--- src/pmic_wdog_pkg.sv ---
// Constants, reset values and state codes for the watchdog supervisor.
// Assumes a single 25 MHz system clock.
package pmic_wdog_pkg;

    localparam int CLK_PERIOD_NS = 40;
    localparam int MS_NS = 1000000;
    localparam int MS_CYCLES = MS_NS / CLK_PERIOD_NS;
    localparam int SETTLE_US = 30;
    localparam int SETTLE_CYCLES = (SETTLE_US * 1000 + CLK_PERIOD_NS - 1) / CLK_PERIOD_NS;
    localparam int SETTLE_W = 10;

    localparam int PERIOD_SEL_W = 4;
    localparam int PERIOD_MS_W = 17;
    localparam int TIMER_W = 16;
    localparam int EXPIRY_W = 3;
    localparam int EVENT_W = 4;

    localparam logic [TIMER_W-1:0] TIMER_RST = 16'h0000;
    localparam logic [EXPIRY_W-1:0] EXPIRY_RST = 3'h0;
    localparam logic [EXPIRY_W-1:0] EXPIRY_MAX = 3'h7;
    localparam logic [EXPIRY_W-1:0] EXPIRY_STEP_UP = 3'h2;
    localparam logic [EXPIRY_W-1:0] EXPIRY_FIRST_LIMIT = 3'h2;
    localparam logic [EVENT_W-1:0] EVENT_RST = 4'h0;
    localparam logic [EVENT_W-1:0] EVENT_MAX = 4'hf;
    localparam logic [PERIOD_SEL_W-1:0] PERIOD_SEL_RST = 4'h0;
    localparam logic [EXPIRY_W-1:0] EXPIRY_LIMIT_RST = 3'h0;
    localparam logic [EVENT_W-1:0] EVENT_LIMIT_RST = 4'h0;
    localparam logic [SETTLE_W-1:0] SETTLE_RST = 10'h000;

    typedef enum logic [2:0] {
        ST_IDLE       = 3'b000,
        ST_SOFT_WAIT  = 3'b001,
        ST_SOFT_DELAY = 3'b010,
        ST_HARD_PDN   = 3'b011,
        ST_HARD_DELAY = 3'b100,
        ST_HARD_HOLD  = 3'b101
    } wdog_state_e;

endpackage

--- src/pmic_watchdog_supervisor.sv ---
// Watchdog supervisor: refresh timer, expiry and event tallies, soft and hard reset sequencing.
// Assumes the power sequencer, regulators and register interface sit outside and share sys_clk.
`timescale 1ns/1ps
import pmic_wdog_pkg::*;
//
// Contract
// - Up-counting timer expires when count reaches the selected period.
// - Refresh-pending flag goes to 1 whenever a new count begins.
// - Host writes 1 to clear the flag; in-window clear restarts the timer.
// - Timer reset in off modes, held until host reset is released.
// - Period is two to the power of the code, in milliseconds.
// - Changing the period selection in system-on restarts the timer.
// - Initial period comes from the programmed default period.
// - Good refresh lowers expiry tally by 1; missed expiry raises it by 2.
// - Event starts when expiry tally equals the limit; limit default programmed.
// - Limit of 2 or less starts an event at the first expiry.
// - Single-ended mode accepts a clear anywhere in the period.
// - Windowed mode accepts only the second half; earlier is a failure.
// - Enable bit gates the timer; host changes it by secure write.
// - Enable default comes from the programmed enable setting.
// - Standby running needs standby-run enable; secure write when gated.
// - Soft reset keeps host reset released and reloads a subset.
// - Keep-config bit 1 preserves a regulator, 0 returns it to default.
// - Sequenced regulators return to default; unsequenced ones turn off.
// - After defaults reached wait 30 us, run, signal unmasked interrupt.
// - Hard reset powers down, waits 30 us, reloads all, powers up.
// - Event tally counts events; reaching the limit enters fault.
// - Event tally cleared whenever the device passes the off states.
// - Input events reset soft or hard by type bit; timer events hard.
module pmic_watchdog_supervisor #(
    parameter int MS_TICK_CYCLES = MS_CYCLES,
    parameter int NUM_SW = 7,
    parameter int NUM_LDO = 4
) (
    input wire logic sys_clk,
    input wire logic rstn,
    input wire logic sys_on,
    input wire logic in_standby,
    input wire logic in_off,
    input wire logic host_reset_out_n,
    input wire logic otp_load,
    input wire logic [pmic_wdog_pkg::PERIOD_SEL_W-1:0] default_period_sel,
    input wire logic [pmic_wdog_pkg::EXPIRY_W-1:0] default_expiry_limit,
    input wire logic [pmic_wdog_pkg::EVENT_W-1:0] default_event_limit,
    input wire logic default_wdog_enable,
    input wire logic default_standby_run,
    input wire logic windowed_mode_sel,
    input wire logic secure_write_gate,
    input wire logic sw_secure_ok,
    input wire logic sw_period_wr,
    input wire logic [pmic_wdog_pkg::PERIOD_SEL_W-1:0] sw_period_data,
    input wire logic sw_enable_wr,
    input wire logic sw_enable_data,
    input wire logic sw_standby_wr,
    input wire logic sw_standby_data,
    input wire logic sw_expiry_limit_wr,
    input wire logic [pmic_wdog_pkg::EXPIRY_W-1:0] sw_expiry_limit_data,
    input wire logic sw_event_limit_wr,
    input wire logic [pmic_wdog_pkg::EVENT_W-1:0] sw_event_limit_data,
    input wire logic refresh_clear_wr,
    input wire logic event_tally_clear_wr,
    input wire logic irq_flag_clear_wr,
    input wire logic irq_mask,
    input wire logic ext_wdog_in,
    input wire logic ext_wdog_reset_type,
    input wire logic fail_link_n,
    input wire logic outputs_at_default,
    input wire logic pdn_done,
    input wire logic [NUM_SW-1:0] switcher_keep_config,
    input wire logic [NUM_SW-1:0] switcher_sequenced,
    input wire logic [NUM_LDO-1:0] linear_reg_keep_config,
    input wire logic [NUM_LDO-1:0] linear_reg_sequenced,
    output logic [pmic_wdog_pkg::PERIOD_SEL_W-1:0] wdog_period_sel,
    output logic wdog_enable_bit,
    output logic standby_run_enable,
    output logic [pmic_wdog_pkg::EXPIRY_W-1:0] expiry_limit,
    output logic [pmic_wdog_pkg::EVENT_W-1:0] event_limit,
    output logic refresh_pending_flag,
    output logic [pmic_wdog_pkg::EXPIRY_W-1:0] expiry_tally,
    output logic [pmic_wdog_pkg::EVENT_W-1:0] event_tally,
    output logic ext_wdog_irq_flag,
    output logic irq_out_n,
    output logic soft_reset_active,
    output logic hard_reset_active,
    output logic keep_host_released,
    output logic partial_reload,
    output logic full_reload,
    output logic power_up_req,
    output logic fault_req,
    output logic [NUM_SW-1:0] switcher_ramp_restore,
    output logic [NUM_SW-1:0] switcher_off,
    output logic [NUM_LDO-1:0] linear_reg_step_restore,
    output logic [NUM_LDO-1:0] linear_reg_off
);
    import pmic_wdog_pkg::*;

    initial begin
        if (NUM_SW < 1 || NUM_LDO < 1 || MS_TICK_CYCLES < 2) begin
            $error("Regulator counts must be at least 1 and tick at least 2 cycles");
        end
    end

    function automatic logic [PERIOD_MS_W-1:0] period_ms(input logic [PERIOD_SEL_W-1:0] sel);
        period_ms = PERIOD_MS_W'(1) << sel;
    endfunction

    function automatic logic sync_agree_low(input logic a, input logic b);
        sync_agree_low = !a && !b;
    endfunction

    wdog_state_e state_reg;
    logic [SETTLE_W-1:0] settle_reg;
    logic [TIMER_W-1:0] timer_reg;
    logic armed_reg;
    logic counting_d_reg;
    logic ext_s1_reg, ext_s2_reg, ext_s3_reg, ext_lvl_reg;
    logic fail_s1_reg, fail_s2_reg, fail_s3_reg, fail_lvl_reg;
    logic tick;
    logic mode_ok, counting, refresh_req, win_ok, refresh_good, refresh_bad;
    logic expire, missed, restart, period_change, new_count;
    logic timer_event, ext_event, event_start, event_hard, fault_hit;
    logic irq_flag_next;
    logic [PERIOD_MS_W-1:0] period_now;
    logic [PERIOD_MS_W-1:0] count_plus;
    logic [EXPIRY_W:0] tally_up;
    logic [EVENT_W-1:0] event_next;

    // Pin inputs: three stages, a change is accepted once stages two and three agree
    always_ff @(posedge sys_clk or negedge rstn) begin
        if (!rstn) begin
            ext_s1_reg <= 1'b1;
            ext_s2_reg <= 1'b1;
            ext_s3_reg <= 1'b1;
            ext_lvl_reg <= 1'b1;
            fail_s1_reg <= 1'b1;
            fail_s2_reg <= 1'b1;
            fail_s3_reg <= 1'b1;
            fail_lvl_reg <= 1'b1;
        end else begin
            ext_s1_reg <= ext_wdog_in;
            ext_s2_reg <= ext_s1_reg;
            ext_s3_reg <= ext_s2_reg;
            if (ext_s2_reg == ext_s3_reg) begin
                ext_lvl_reg <= ext_s2_reg;
            end
            fail_s1_reg <= fail_link_n;
            fail_s2_reg <= fail_s1_reg;
            fail_s3_reg <= fail_s2_reg;
            if (fail_s2_reg == fail_s3_reg) begin
                fail_lvl_reg <= fail_s2_reg;
            end
        end
    end

    // Configuration; reloads override software writes in the same cycle
    always_ff @(posedge sys_clk or negedge rstn) begin
        if (!rstn) begin
            wdog_period_sel <= PERIOD_SEL_RST;
            wdog_enable_bit <= 1'b0;
            standby_run_enable <= 1'b0;
            expiry_limit <= EXPIRY_LIMIT_RST;
            event_limit <= EVENT_LIMIT_RST;
        end else if (otp_load || full_reload) begin
            wdog_period_sel <= default_period_sel;
            wdog_enable_bit <= default_wdog_enable;
            standby_run_enable <= default_standby_run;
            expiry_limit <= default_expiry_limit;
            event_limit <= default_event_limit;
        end else if (partial_reload) begin
            wdog_period_sel <= default_period_sel;
            wdog_enable_bit <= default_wdog_enable;
            standby_run_enable <= default_standby_run;
        end else begin
            if (sw_period_wr) begin
                wdog_period_sel <= sw_period_data;
            end
            if (sw_enable_wr && sw_secure_ok) begin
                wdog_enable_bit <= sw_enable_data;
            end
            if (sw_standby_wr && (!secure_write_gate || sw_secure_ok)) begin
                standby_run_enable <= sw_standby_data;
            end
            if (sw_expiry_limit_wr) begin
                expiry_limit <= sw_expiry_limit_data;
            end
            if (sw_event_limit_wr) begin
                event_limit <= sw_event_limit_data;
            end
        end
    end

    always_comb begin
        mode_ok = in_standby ? standby_run_enable : sys_on;
        counting = armed_reg && wdog_enable_bit && !in_off && mode_ok && (state_reg == ST_IDLE);
        period_now = period_ms(wdog_period_sel);
        count_plus = {1'b0, timer_reg} + PERIOD_MS_W'(1);
        // Reaching or passing, so a shorter period after a reload cannot be skipped
        expire = counting && tick && (count_plus >= period_now);
        refresh_req = counting && refresh_clear_wr;
        win_ok = !windowed_mode_sel || ({1'b0, timer_reg} >= (period_now >> 1));
        refresh_good = refresh_req && win_ok;
        refresh_bad = refresh_req && !win_ok;
        missed = (expire && !refresh_good) || refresh_bad;
        period_change = sw_period_wr && sys_on && (sw_period_data != wdog_period_sel);
        restart = refresh_good || missed || period_change;
        new_count = counting && (restart || !counting_d_reg);
        tally_up = {1'b0, expiry_tally} + {1'b0, EXPIRY_STEP_UP};
        if (expiry_limit <= EXPIRY_FIRST_LIMIT) begin
            timer_event = missed;
        end else begin
            timer_event = counting && (expiry_tally == expiry_limit);
        end
        ext_event = (state_reg == ST_IDLE) && !in_off && ext_lvl_reg
            && sync_agree_low(ext_s2_reg, ext_s3_reg);
        event_start = timer_event || ext_event;
        event_hard = timer_event || ext_wdog_reset_type;
        event_next = (event_tally == EVENT_MAX) ? EVENT_MAX : event_tally + EVENT_W'(1);
        fault_hit = event_start && (event_next == event_limit);
        irq_flag_next = (ext_wdog_irq_flag && !irq_flag_clear_wr) || (state_reg == ST_SOFT_DELAY
            && settle_reg == SETTLE_W'(SETTLE_CYCLES - 1));
    end

    wdog_ms_divider #(
        .TICK_CYCLES(MS_TICK_CYCLES)
    ) u_ms_div (
        .sys_clk(sys_clk),
        .rstn(rstn),
        .run(counting),
        .clear(restart),
        .tick(tick)
    );

    // Timer stays stopped after off until the host reset is released again
    always_ff @(posedge sys_clk or negedge rstn) begin
        if (!rstn) begin
            armed_reg <= 1'b0;
            counting_d_reg <= 1'b0;
            timer_reg <= TIMER_RST;
        end else begin
            counting_d_reg <= counting;
            if (in_off) begin
                armed_reg <= 1'b0;
                timer_reg <= TIMER_RST;
            end else begin
                if (host_reset_out_n) begin
                    armed_reg <= 1'b1;
                end
                if (restart) begin
                    timer_reg <= TIMER_RST;
                end else if (counting && tick) begin
                    timer_reg <= count_plus[TIMER_W-1:0];
                end
            end
        end
    end

    // A new count sets the flag even if a clear lands in the same cycle
    always_ff @(posedge sys_clk or negedge rstn) begin
        if (!rstn) begin
            refresh_pending_flag <= 1'b0;
        end else if (new_count) begin
            refresh_pending_flag <= 1'b1;
        end else if (refresh_clear_wr || in_off) begin
            refresh_pending_flag <= 1'b0;
        end
    end

    // Tally cleared on event start so a single run of expiries fires once
    always_ff @(posedge sys_clk or negedge rstn) begin
        if (!rstn) begin
            expiry_tally <= EXPIRY_RST;
        end else if (event_start) begin
            expiry_tally <= EXPIRY_RST;
        end else if (missed) begin
            expiry_tally <= tally_up[EXPIRY_W] ? EXPIRY_MAX : tally_up[EXPIRY_W-1:0];
        end else if (refresh_good && expiry_tally != EXPIRY_RST) begin
            expiry_tally <= expiry_tally - EXPIRY_W'(1);
        end
    end

    // Event increment wins over a host clear in the same cycle
    always_ff @(posedge sys_clk or negedge rstn) begin
        if (!rstn) begin
            event_tally <= EVENT_RST;
            fault_req <= 1'b0;
        end else begin
            fault_req <= fault_hit;
            if (in_off) begin
                event_tally <= EVENT_RST;
            end else if (event_start) begin
                event_tally <= event_next;
            end else if (event_tally_clear_wr) begin
                event_tally <= EVENT_RST;
            end
        end
    end

    always_ff @(posedge sys_clk or negedge rstn) begin
        if (!rstn) begin
            ext_wdog_irq_flag <= 1'b0;
            irq_out_n <= 1'b1;
        end else begin
            ext_wdog_irq_flag <= irq_flag_next;
            irq_out_n <= !(irq_flag_next && !irq_mask);
        end
    end

    // Reset sequencing; a fault hit leaves the sequencer to take over
    always_ff @(posedge sys_clk or negedge rstn) begin
        if (!rstn) begin
            state_reg <= ST_IDLE;
            settle_reg <= SETTLE_RST;
            soft_reset_active <= 1'b0;
            hard_reset_active <= 1'b0;
            keep_host_released <= 1'b0;
            partial_reload <= 1'b0;
            full_reload <= 1'b0;
            power_up_req <= 1'b0;
            switcher_ramp_restore <= '0;
            switcher_off <= '0;
            linear_reg_step_restore <= '0;
            linear_reg_off <= '0;
        end else begin
            partial_reload <= 1'b0;
            full_reload <= 1'b0;
            power_up_req <= 1'b0;
            case (state_reg)
                ST_IDLE: begin
                    settle_reg <= SETTLE_RST;
                    if (event_start && !fault_hit) begin
                        if (event_hard) begin
                            state_reg <= ST_HARD_PDN;
                            hard_reset_active <= 1'b1;
                        end else begin
                            state_reg <= ST_SOFT_WAIT;
                            soft_reset_active <= 1'b1;
                            keep_host_released <= 1'b1;
                            partial_reload <= 1'b1;
                            switcher_ramp_restore <= switcher_sequenced & ~switcher_keep_config;
                            switcher_off <= ~switcher_sequenced & ~switcher_keep_config;
                            linear_reg_step_restore <= linear_reg_sequenced & ~linear_reg_keep_config;
                            linear_reg_off <= ~linear_reg_sequenced & ~linear_reg_keep_config;
                        end
                    end
                end
                ST_SOFT_WAIT: begin
                    if (outputs_at_default) begin
                        state_reg <= ST_SOFT_DELAY;
                    end
                end
                ST_SOFT_DELAY: begin
                    if (settle_reg == SETTLE_W'(SETTLE_CYCLES - 1)) begin
                        state_reg <= ST_IDLE;
                        soft_reset_active <= 1'b0;
                        keep_host_released <= 1'b0;
                        switcher_ramp_restore <= '0;
                        switcher_off <= '0;
                        linear_reg_step_restore <= '0;
                        linear_reg_off <= '0;
                    end else begin
                        settle_reg <= settle_reg + SETTLE_W'(1);
                    end
                end
                ST_HARD_PDN: begin
                    if (pdn_done) begin
                        state_reg <= ST_HARD_DELAY;
                    end
                end
                ST_HARD_DELAY: begin
                    if (settle_reg == SETTLE_W'(SETTLE_CYCLES - 1)) begin
                        state_reg <= ST_HARD_HOLD;
                        full_reload <= 1'b1;
                    end else begin
                        settle_reg <= settle_reg + SETTLE_W'(1);
                    end
                end
                ST_HARD_HOLD: begin
                    // Power-up held off while the fail line is pulled low outside
                    if (fail_lvl_reg) begin
                        state_reg <= ST_IDLE;
                        hard_reset_active <= 1'b0;
                        power_up_req <= 1'b1;
                    end
                end
                default: begin
                    state_reg <= ST_IDLE;
                    soft_reset_active <= 1'b0;
                    hard_reset_active <= 1'b0;
                    keep_host_released <= 1'b0;
                end
            endcase
        end
    end
endmodule

--- src/wdog_ms_divider.sv ---
// Millisecond enable divider for the watchdog timer.
// Assumes clear and run come from logic on the same clock.
`timescale 1ns/1ps
module wdog_ms_divider #(
    parameter int TICK_CYCLES = 25000
) (
    input wire logic sys_clk,
    input wire logic rstn,
    input wire logic run,
    input wire logic clear,
    output logic tick
);
    localparam int CW = $clog2(TICK_CYCLES);
    localparam logic [CW-1:0] LAST = CW'(TICK_CYCLES - 1);

    logic [CW-1:0] div_reg;

    initial begin
        if (TICK_CYCLES < 2) begin
            $error("TICK_CYCLES must be at least 2");
        end
    end

    // Clear restarts the partial millisecond so a restart gives a full period
    always_ff @(posedge sys_clk or negedge rstn) begin
        if (!rstn) begin
            div_reg <= '0;
            tick <= 1'b0;
        end else if (clear || !run) begin
            div_reg <= '0;
            tick <= 1'b0;
        end else if (div_reg == LAST) begin
            div_reg <= '0;
            tick <= 1'b1;
        end else begin
            div_reg <= div_reg + CW'(1);
            tick <= 1'b0;
        end
    end
endmodule
--- config.mk ---
export PLATFORM = sky130hd
export DESIGN_NAME = pmic_watchdog_supervisor
export DESIGN_NICKNAME = d
export VERILOG_FILES = /design/src/pmic_wdog_pkg.sv /design/src/pmic_watchdog_supervisor.sv /design/src/wdog_ms_divider.sv
export SDC_FILE = /design/constraint.sdc
export NUM_CORES = 1
export LEC_CHECK = 0
export ABC_AREA = 1
export BUFFER_PORTS_ARGS = -buffer_cell sky130_fd_sc_hd__buf_2
export CAP_MARGIN = 25
export CORE_MARGIN = 1
export CORE_UTILIZATION = 52
export CTS_BUF_LIST = sky130_fd_sc_hd__clkbuf_8
export DETAILED_ROUTE_END_ITERATION = 6
export PLACE_DENSITY = 0.86
export SLEW_MARGIN = 20
export SYNTH_ARGS = -nofsm -noshare
export SYNTH_HDL_FRONTEND = slang
export SYNTH_HIERARCHICAL = 1
export SYNTH_SLANG_ARGS = --single-unit
--- constraint.sdc ---
create_clock -name sys_clk -period 3.01 [get_ports sys_clk]
set_clock_uncertainty 0.2 [all_clocks]
set_input_delay 0.1505 -clock sys_clk [delete_from_list [all_inputs] [get_ports sys_clk]]
set_output_delay 0.1505 -clock sys_clk [all_outputs]
set_load 0.05 [all_outputs]
# Word-level counts from Yosys, hierarchy flattened
# Index checks and enable logic that the tools add are counted.
dict set report totals {
  register_bits 106
  input_bits 72
  output_inout_bits 52
  elab_cells 228
}
dict set report classes {
  n_addsub 6
  n_lt_le_gt_ge 3
  n_eq_ne 23
  shift 1
  muxes 75
  bitwise_logic 10
  n_reduce_logical 75
}
# cell count
set op_table {}
lappend op_table {{two-way mux 4 bit} 15}
lappend op_table {{two-way mux 16 bit} 3}
lappend op_table {{two-way mux 3 bit} 13}
lappend op_table {{two-way mux 7 bit} 5}
lappend op_table {{two-way mux 15 bit} 2}
lappend op_table {{one-hot mux 7 bit (2 select lines)} 2}
lappend op_table {{two-way mux 1 bit} 27}
lappend op_table {{logical AND 1 bit} 26}
lappend op_table {{nonzero test 3 bit} 7}
lappend op_table {{one-hot mux 10 bit (2 select lines)} 1}
lappend op_table {{one-hot mux 3 bit (6 select lines)} 1}
lappend op_table {{adder 16 x 1 -> 17 bit (second input constant)} 1}
lappend op_table {{greater-or-equal comparator 17 bit} 1}
lappend op_table {{<< shifter 1 x 4 -> 17 bit (first input constant)} 1}
lappend op_table {{greater-or-equal comparator 16 bit} 1}
lappend op_table {{one-hot mux 4 bit (2 select lines)} 2}
lappend op_table {{adder 15 x 1 -> 15 bit (second input constant)} 1}
lappend op_table {{equality test 15 bit (second input constant)} 1}
lappend op_table {{bitwise AND 7 bit} 2}
lappend op_table {{inequality test 2 bit (second input constant)} 7}
lappend op_table {{inverter 7 bit} 2}
lappend op_table {{logical NOT 1 bit} 13}
lappend op_table {{logical OR 1 bit} 12}
lappend op_table {{AND reduction 4 bit} 3}
lappend op_table {{other kinds (27)} 44}

# Logic depth before layout (Yosys ltp)
# Gate-level depths: netlist of the first run.
dict set report depth {
  word_depth 16
  mapped_depth 29
  mapped_depth_nobuf 28
}

# Hierarchy
# The synthesis of the first run kept the hierarchy.
# mod instances cells_each area_each_um2
set modules_own_cells {}
lappend modules_own_cells {pmic_watchdog_supervisor 1 745 5694.2}
lappend modules_own_cells {wdog_ms_divider 1 117 909.6}

# Least setup slack after synthesis of the first run
# OpenSTA, ideal clock, no wires.
dict set report synth_path {
  path_type {register to register}
  startpoint {register wdog_period_sel[0] (netlist bit)}
  endpoint {register linear_reg_step_restore[1]}
  setup_ns 0.118
  arrival_ns 3.210
  t_required_ns 2.692
  path_slack_ns -0.519
  stages_incl_launch_ff 24
  synth_period_minus_slack_ns 3.529
  cell_sequence {dfrtp_1 -> clkbuf_1 -> clkinv_1 -> nor4_1 -> inv_1 -> ha_1 -> nand2_1 -> nor2_1 -> nand2_1 -> o21ai_0 -> nand2_1 -> nand2_1 -> nor2_1 -> nand2_1 -> nand3_2 -> nand2_2 -> nand2_4 -> nand3_4 -> nand2_2 -> nand2_4 -> nand2_4 -> clkbuf_4 -> nand3_1 -> nand2_1}
}
dict set report synth_between {
  elab_chain_len 14
  word_cells_on_any_way 20
}
# element line_no
set synth_rtl {}
lappend synth_rtl {{from (decl)} pmic_watchdog_supervisor.sv:73} ;# output logic [pmic_wdog_pkg::PERIOD_SEL_W-1:0] wdog_period_sel,
lappend synth_rtl {{from (signal assigned)} pmic_watchdog_supervisor.sv:164} ;# wdog_period_sel <= default_period_sel;
lappend synth_rtl {{from (signal assigned)} pmic_watchdog_supervisor.sv:170} ;# wdog_period_sel <= default_period_sel;
lappend synth_rtl {{from (signal assigned)} pmic_watchdog_supervisor.sv:175} ;# wdog_period_sel <= sw_period_data;
lappend synth_rtl {{<< shifter 1 x 4 -> 17 bit *} pmic_watchdog_supervisor.sv:104} ;# period_ms = PERIOD_MS_W'(1) << sel;
lappend synth_rtl {{greater-or-equal comparator 16 bit} pmic_watchdog_supervisor.sv:200} ;# win_ok = !windowed_mode_sel || ({1'b0, timer_reg} >= (period_now >> 1));
lappend synth_rtl {{logical OR 1 bit} pmic_watchdog_supervisor.sv:200}
lappend synth_rtl {{logical AND 1 bit} pmic_watchdog_supervisor.sv:201} ;# refresh_good = refresh_req && win_ok;
lappend synth_rtl {{logical NOT 1 bit} pmic_watchdog_supervisor.sv:203} ;# missed = (expire && !refresh_good) || refresh_bad;
lappend synth_rtl {{logical AND 1 bit} pmic_watchdog_supervisor.sv:203}
lappend synth_rtl {{logical OR 1 bit *} pmic_watchdog_supervisor.sv:203}
lappend synth_rtl {{two-way mux 1 bit *} pmic_watchdog_supervisor.sv:208} ;# if (expiry_limit <= EXPIRY_FIRST_LIMIT) begin
lappend synth_rtl {{logical OR 1 bit} pmic_watchdog_supervisor.sv:215} ;# event_start = timer_event || ext_event;
lappend synth_rtl {{logical AND 1 bit} pmic_watchdog_supervisor.sv:218} ;# fault_hit = event_start && (event_next == event_limit);
lappend synth_rtl {{logical NOT 1 bit} pmic_watchdog_supervisor.sv:330} ;# if (event_start && !fault_hit) begin
lappend synth_rtl {{logical AND 1 bit} pmic_watchdog_supervisor.sv:330}
lappend synth_rtl {{inequality test 2 x 1 -> 1 bit (no line)} n/a}
lappend synth_rtl {{AND reduction 4 bit (no line) *} n/a}
lappend synth_rtl {{to (signal assigned)} pmic_watchdog_supervisor.sv:341} ;# linear_reg_step_restore <= linear_reg_sequenced & ~linear_reg_keep_config;
lappend synth_rtl {{to (decl)} pmic_watchdog_supervisor.sv:92} ;# output logic [NUM_LDO-1:0] linear_reg_step_restore,
# Every way passes the cells marked *; elsewhere a longest branch is shown, timed or not.
# A chain may end at the register's enable or synchronous reset.

# Worst setup path after layout of the first run
dict set report layout_path {
  startpoint {register timer_reg[1]}
  endpoint {register switcher_off[5]}
}
dict set report layout_between {
  elab_chain_len 13
  word_cells_on_any_way 20
}
# element line_no
set layout_rtl {}
lappend layout_rtl {{from (decl)} pmic_watchdog_supervisor.sv:113} ;# logic [TIMER_W-1:0] timer_reg;
lappend layout_rtl {{from (signal assigned)} pmic_watchdog_supervisor.sv:251} ;# timer_reg <= count_plus[TIMER_W-1:0];
lappend layout_rtl {{parallel branches: the longest is 5 deep, another holds adder 16 x 1 -> 17 bit} n/a}
lappend layout_rtl {{logical OR 1 bit *} pmic_watchdog_supervisor.sv:203}
lappend layout_rtl {{two-way mux 1 bit *} pmic_watchdog_supervisor.sv:208}
lappend layout_rtl {{logical OR 1 bit} pmic_watchdog_supervisor.sv:215}
lappend layout_rtl {{logical AND 1 bit} pmic_watchdog_supervisor.sv:218}
lappend layout_rtl {{logical NOT 1 bit} pmic_watchdog_supervisor.sv:330}
lappend layout_rtl {{logical AND 1 bit} pmic_watchdog_supervisor.sv:330}
lappend layout_rtl {{inequality test 2 x 1 -> 1 bit (no line)} n/a}
lappend layout_rtl {{AND reduction 4 bit (no line) *} n/a}
lappend layout_rtl {{to (signal assigned)} pmic_watchdog_supervisor.sv:340} ;# switcher_off <= ~switcher_sequenced & ~switcher_keep_config;
lappend layout_rtl {{to (decl)} pmic_watchdog_supervisor.sv:91} ;# output logic [NUM_SW-1:0] switcher_off,
# Every way passes the cells marked *.

==> key figures, run 1 <==
Status
  – Status: finished, violations left
  – Failing checks: setup timing

Clock tree
  – Clk pin slew, worst setup/hold paths: 0.11 ns
  – Worst-skew pair later-pin latency: 0.41 ns
  – Num Clock Sinks: around 110
  – Root buf cell: clkbuf_8
  – Clock Path Buffers: 2
  – Cts bufs inserted: 9
  – H-tree Lvls: 3
  – CTS tree: done

Finish
  – Nets: 1240
  – Share of cells above drive strength 1: 0.280
  – Layout Cells excl Fill: approximately 1300
  – Final Instance Area: 9220 sq um
  – Area Overhead vs Synth: 39.6%
  – Final design utilization: 0.755
  – Number of flip-flops in the largest register: 16
  – Most common cell after layout, fill and taps aside: nand2_1
  – Most frequent cells in the layout: nand2_1, buf_2, inv_1, dfrtp_1, nor2_1
  – Fillers: 744
  – ANT cells: 0

Power
  – Seq pwr share: 0.313
  – Leak: 4.81 nW
  – VDD IR max: between 0.7 and 0.8 mV
  – Cell Pwr Density: 676 nW/um^2
  – Clk pwr share: 0.155
  – NetSw: roughly 3.1 mW
  – Net Sw Frac: 0.499
  – Int Power: 3.12 mW
  – Total design power: 6.23 mW
  – Combinational power share: 0.532

Synth
  – Post-Synth XOR/XNOR Area: 0.0371
  – Post-synth EDFFs: 0
  – Post-synthesis net count: roughly 1000
  – Fraction of registers with async set/reset: 1.00
  – Synthesized area: 6600 sq um
  – YS warnings: 6
  – Adder-Cell Fraction of Synth Area: 0.0754
  – Fraction of synthesized area in multiplexers: 0
  – Largest family of logic cells by synthesized area: simple AND/OR/NAND/NOR gates
  – Syn avg cell area: around 7.7 sq um
  – Ranking of synthesized cells by area: dfrtp_1, nand2_1, ha_1, inv_1, nor2_1
  – Top_reg_cell synth: dfrtp_1
  – Simple-gate share of the synthesized area: 0.315
  – Mapped Cells: about 860
  – Yosys reg bits: 106
  – Largest area contributor in the netlist: dfrtp_1
  – Compound-Gate Fraction of Synth Area: 0.0896
  – Seq/Total Area, Yosys: 0.403
  – Top cell type's share of synthesized area: 0.368
  – Cell variety after synth: 50

Worst setup path
  – Kind of critical path: reg -> reg
  – Critical path data arrival time: 3.75 ns
  – Crit. End Element: register
  – Crit path launch type: register
  – Worst-case reg-to-reg path depth: 26
  – Crit path max fanout: 7
  – Reg2Reg Setup Slack: -0.65 ns
  – Critical Path RT: about 3.1 ns

Die
  – Starting density of the core: 0.541
  – Die span in x: ~110 um
  – Die Y-Extent: 115 um
  – Num rows: 40
  – Full die area: 13200 sq um
  – I/O pins: 124
  – Core Box Area: ~12000 sq um

Global route
  – Total track usage: 0.361
  – Antenna violations before repair: 1
  – Vias in the first global route: between 7000 and 8000
  – Largest net degree at the start of global routing: 59
  – First-pass GRT wire length: 36300 um
  – Remaining Overflow, GRT: 0

Place
  – Port-buffer cells: 123
  – Dpl cells: roughly 1200
  – Routability congestion estimate: 0.919
  – Placed cell area: 7890 sq um
  – Post-DP HPWL: 12600 um
  – Place WS: -0.542 ns

Drt
  – Post-route ant nets: 0
  – Vias: about 7700
  – First-pass DRT Iterations: 5
  – Drt wl/cell: 18.7 um
  – DR iter-0 viols: slightly below 800
  – Post-DR vias/cell: 5.92
  – Routed WL: 24300 um
  – Post-route DRC: 0

Timing
  – Slew headroom: 0.468
  – Minimum clock period: 3.66 ns
  – Worst Slack Setup Final: -0.648 ns
  – Count of final setup violators: 69
  – Slew at the pin with the worst max-slew slack: 0.797 ns
  – Fin. max-slew vios: 0
  – Final hold vios: 0
  – Fin crit share: 1.22
  – Maximum clock frequency: 273 MHz
  – RSZ-0062 raised after global routing: yes

Flow run
  – Max-Cap Viols: 0

Worst hold path
  – Tightest Hold Check Type: in -> reg
  – Worst Hold Depth: 4
## worst paths after layout
kind	to	from
worst min-delay path	counting_d_reg	in_standby
worst max-delay path	switcher_off[5]	timer_reg[1]
worst max register to register	switcher_off[5]	timer_reg[1]
max in group asynchronous	ext_s2_reg	rstn
min in group asynchronous	standby_run_enable	rstn
worst min register to register	fail_s2_reg	fail_s1_reg
## Yosys cell counts (11+ instances only)
cell	count
a21oi_1	52
dfrtp_1	97
ha_1	39
inv_1	108
nand2_1	208
nand3_1	51
nand3b_1	11
nand4_1	29
nor2_1	103
o21ai_0	23
xor2_1	18
## area by class of cell
type	count	area, sq um	area share
multi-input cells	625	3710	0.402
flip-flops and latches	106	2670	0.289
repair buffers	271	1990	0.216
inverters	116	442	0.0479
well taps	168	210	0.0228
clock buffers	10	138	0.0149
clock inverters	6	68.8	0.00746
## power groups by stage
stage	Combinational (mW)	Clock, mW	Sequential, mW
2_1_floorplan	1.22	0	2.55
3_3_place_gp	2.56	0	1.91
3_5_place_dp	2.63	0	1.90
4_1_cts	2.88	0.948	1.89
5_1_grt	3.48	1.02	1.96
6_report	3.31	0.966	1.95
## stage by stage
stage / setup TNS [ns] / hold slack [ns]
global placement: -14.42 / 0.0561
global route: -39.62 / 0.0811
finish: -26.45 / 0.0737
detailed placement: -21.75 / 0.0573
CTS: -16.90 / 0.00797
floorplan: -4.34 / -0.345
## repair_timing
item	in CTS	in global routing
resized for setup	33	39
hold buffers	70	0
cloned	1	2
setup endpoints to repair	69	71
hold endpoints to repair	98	0
pin swaps	23	21
setup buffers	7	3
## per-layer routing
layer / track usage / vias up / share of wire
li1: - / 3338 / -
met1: 0.392 / 3564 / 0.35
met2: 0.611 / 581 / 0.48
met3: 0.0979 / 230 / 0.094
met4: 0.260 / 0 / 0.082
met5: 0 / - / 0
## worst max-delay path, cell delays in order (launching register included)
cell and delay (ns):
dfrtp_1 0.43, ha_2 0.23, nand2_2 0.09, nor2_4 0.13, nand3_4 0.10, inv_4 0.09
nand2_4 0.06, xor2_1 0.17, ha_1 0.32, nand2_1 0.09, nor2_2 0.17, nand2_2 0.08
a21oi_2 0.12, nor2_1 0.05, nand2_1 0.08, nand2_1 0.07, nand2_2 0.09, nand3_2 0.07
nand2_2 0.08, nand2_4 0.06, nand3_4 0.09, nand2_4 0.09, nand2_8 0.12, nand2_8 0.11
buf_12 0.17, nand3_1 0.08, nand2_1 0.11
## cell families (layout without fill, tap and decap cells)
logic type / Yosys count / after routing
simple gates: 451 / 452
buf+inv: 132 / 403
flops: 106 / 106
compound gates: 105 / 105
fa+ha+maj: 40 / 40
xor+xnor: 28 / 28
Power figures use the tool's default switching activity.
==> run 2, diff against run 1 <==
SETUP_SLACK_MARGIN = 0.2   (was unset)
==> run 2 against run 1 <==
Effect of this change: the run ends with DRC, setup timing left; critical path depth grew 2; combinational power grew 11%; largest power group unchanged; count of clock-buffer cells in the layout is the same; critical path type unchanged; global-route usage grew 3.9 points; critical endpoint is now linear_reg_step_restore[2]; first-iteration DRC count grew 63%; non-clock buffer count grew 15; register-to-register slack lost 0.53 ns; fmax shrank 13%.
==> key figures, run 2 (same netlist as run 1, synthesis figures left out) <==
Die
  – Num rows: 40 (unchanged)
  – Starting density of the core: 0.541 (unchanged)
  – Die span in x: 115 um (unchanged)
  – Full die area: 13200 sq um (unchanged)
  – Die Y-Extent: 115 um (unchanged)
  – I/O pins: 124 (unchanged)
  – Core Box Area: 12200 sq um (unchanged)

Drt
  – Post-DR vias/cell: 6.50 (was 5.92)
  – Routed WL: 31000 um (was 24300 um)
  – Drt wl/cell: 23.6 um (was 18.7 um)
  – Vias: 8562 (was 7713)
  – DR iter-0 viols: 1288 (was 792)
  – Post-route DRC: 63 (was 0)
  – Post-route ant nets: 0 (unchanged)
  – First-pass DRT Iterations: 7 (was 5)

Clock tree
  – Clock Path Buffers: 2 (unchanged)
  – Clk pin slew, worst setup/hold paths: 0.13 ns (was 0.11 ns)
  – Worst-skew pair later-pin latency: 0.43 ns (was 0.41 ns)
  – Num Clock Sinks: 106 (unchanged)
  – Root buf cell: clkbuf_8 (unchanged)
  – Cts bufs inserted: 9 (unchanged)
  – H-tree Lvls: 3 (unchanged)
  – CTS tree: done (unchanged)

Finish
  – Share of cells above drive strength 1: 0.317 (was 0.280)
  – Most common cell after layout, fill and taps aside: nand2_1 (unchanged)
  – Number of flip-flops in the largest register: 16 (unchanged)
  – Fillers: 671 (was 744)
  – ANT cells: 0 (unchanged)
  – Nets: 1255 (was 1240)
  – Area Overhead vs Synth: 44.7% (was 39.6%)
  – Most frequent cells in the layout: nand2_1, buf_2, inv_1, dfrtp_1, nor2_1 (unchanged)

Flow run
  – Max-Cap Viols: 0 (unchanged)

Worst setup path
  – Kind of critical path: reg -> reg (unchanged)
  – Reg2reg start: timer_reg[0] (was timer_reg[1])
  – Most used cell, CP: nand2_1
  – Crit path launch type: register (unchanged)
  – Critical Path RT: 3.06 ns (was 3.10 ns)
  – Slowest cell delay on critical path: 0.42 ns (was 0.43 ns)
  – Reg2Reg Setup Slack: -1.18 ns (was -0.65 ns)
  – Crit path max fanout: 8 (was 7)
  – Critical path data arrival time: 4.24 ns (was 3.75 ns)
  – FF-to-FF End: linear_reg_step_restore[2] (was switcher_off[5])
  – Critical Path Slowest Stage Cell: dfrtp_1 (unchanged)
  – Worst-case reg-to-reg path depth: 28 (was 26)
  – Crit. End Element: register (unchanged)

Power
  – Cell Pwr Density: 705 nW/um^2 (was 676 nW/um^2)
  – Total design power: 6.74 mW (was 6.23 mW)
  – VDD IR max: 0.733 mV (was 0.741 mV)
  – Leak: 4.89 nW (was 4.81 nW)

Timing
  – Final TNS setup: -56.86 ns (was -26.45 ns)
  – Fin. max-slew vios: 0 (unchanged)
  – Maximum clock frequency: 239 MHz (was 273 MHz)
  – Slew headroom: 0.482 (was 0.468)
  – Slew at the pin with the worst max-slew slack: 0.773 ns (was 0.797 ns)
  – Count of final setup violators: 71 (was 69)
  – Fin crit share: 1.39 (was 1.22)
  – Worst Slack Setup Final: -1.18 ns (was -0.648 ns)
  – Minimum clock period: 4.19 ns (was 3.66 ns)
  – Final hold vios: 0 (unchanged)
  – RSZ-0062 raised after global routing: yes (unchanged)

Global route
  – Antenna violations before repair: 1 (unchanged)
  – First-pass GRT wire length: 39700 um (was 36300 um)
  – Global routing usage on met2: 0.648 (was 0.611)
  – Vias in the first global route: 7918 (was 7615)
  – Global route hottest layer: met2 (unchanged)
  – Largest net degree at the start of global routing: 61 (was 59)
  – Grt met1 use: 0.421 (was 0.392)
  – Total track usage: 0.401 (was 0.361)
  – Remaining Overflow, GRT: 0 (unchanged)
  – Met3 Use GR: 0.132 (was 0.0979)

Status
  – Failing checks: DRC, setup timing (was setup timing)
  – Status: finished, violations left (unchanged)

Place
  – Port-buffer cells: 123 (unchanged)
  – Post-DP HPWL: 12700 um (was 12600 um)
  – Routability congestion estimate: 0.931 (was 0.919)

Worst hold path
  – Tightest Hold Check Type: in -> async (was in -> reg)
run 2: cell count changes in the layout (fill, tap and decap cells not counted), sizes merged:
cell	delta
dlygate4sd3	+6
buf	+10
clkbuf	-1
run 2: worst max-delay path by stage:
stage                            start                          to  slack, ns
after floorplan           timer_reg[1]  linear_reg_step_restore[1]      -0.21
after global placement    timer_reg[0]    switcher_ramp_restore[3]      -0.41
after detailed placement  timer_reg[0]             switcher_off[0]      -0.59
after CTS                 timer_reg[1]                state_reg[0]      -0.50
after global routing      timer_reg[1]  linear_reg_step_restore[2]      -1.47
final                     timer_reg[0]  linear_reg_step_restore[2]      -1.18
run 2: final cells by class:
type | instances | area [sq um] | area share
Sequential cell | 106 | 2670 | 0.279
Inverter | 116 | 449 | 0.0470
Multi-Input combinational cell | 625 | 3870 | 0.405
Clock buffer | 10 | 138 | 0.0144
Clock inverter | 6 | 71.3 | 0.00746
Timing Repair Buffer | 286 | 2150 | 0.225
Tap cell | 168 | 210 | 0.0220
run 2: metrics by stage:
step            util  setup WS (ns)  hold WS (ns)  std cells  area [sq um]
2_1_floorplan      -         -0.206        -0.345        862          6650
3_3_place_gp   0.646         -0.414      -0.00342       1200          7890
3_5_place_dp   0.646         -0.592       0.00557       1200          7890
4_1_cts        0.750         -0.497       0.00442       1299          9160
5_1_grt        0.782          -1.47         0.145       1317          9560
6_report       0.782          -1.18        0.0802       1317          9560
run 2: critical path, delay by kind of cell, from the launching register on:
kind / cells / cell delay [ns]
adder cells (fa/ha/maj): 1 / 0.27
XOR/XNOR: 1 / 0.14
AND/OR/NAND/NOR: 22 / 2.41
AO/OA/AOI/OAI: 1 / 0.15
buffers and inverters: 3 / 0.41
flip-flops: 1 / 0.42
run 2: repair_timing:
item                                    4_1_cts  5_1_grt
buffers inserted                              6       16
pin swaps                                    34       26
endpoints found under the setup margin       69       79
gates resized for setup                      53       64
hold buffers                                 76        0
gates cloned                                  1        2
endpoints found under the hold margin        91        0
run 2: power breakdown:
group | internal, mW | total [mW] | switching [mW] | leakage, nW
clock network | 0.420 | 1.01 | 0.595 | 0.110
logic | 1.11 | 3.69 | 2.58 | 3.39
registers | 1.67 | 2.03 | 0.360 | 1.38
run 2: per-layer routing:
layer	vias up	share of wire
li1	3364	-
met1	3817	0.30
met2	925	0.43
met3	456	0.14
met4	0	0.13
met5	-	0
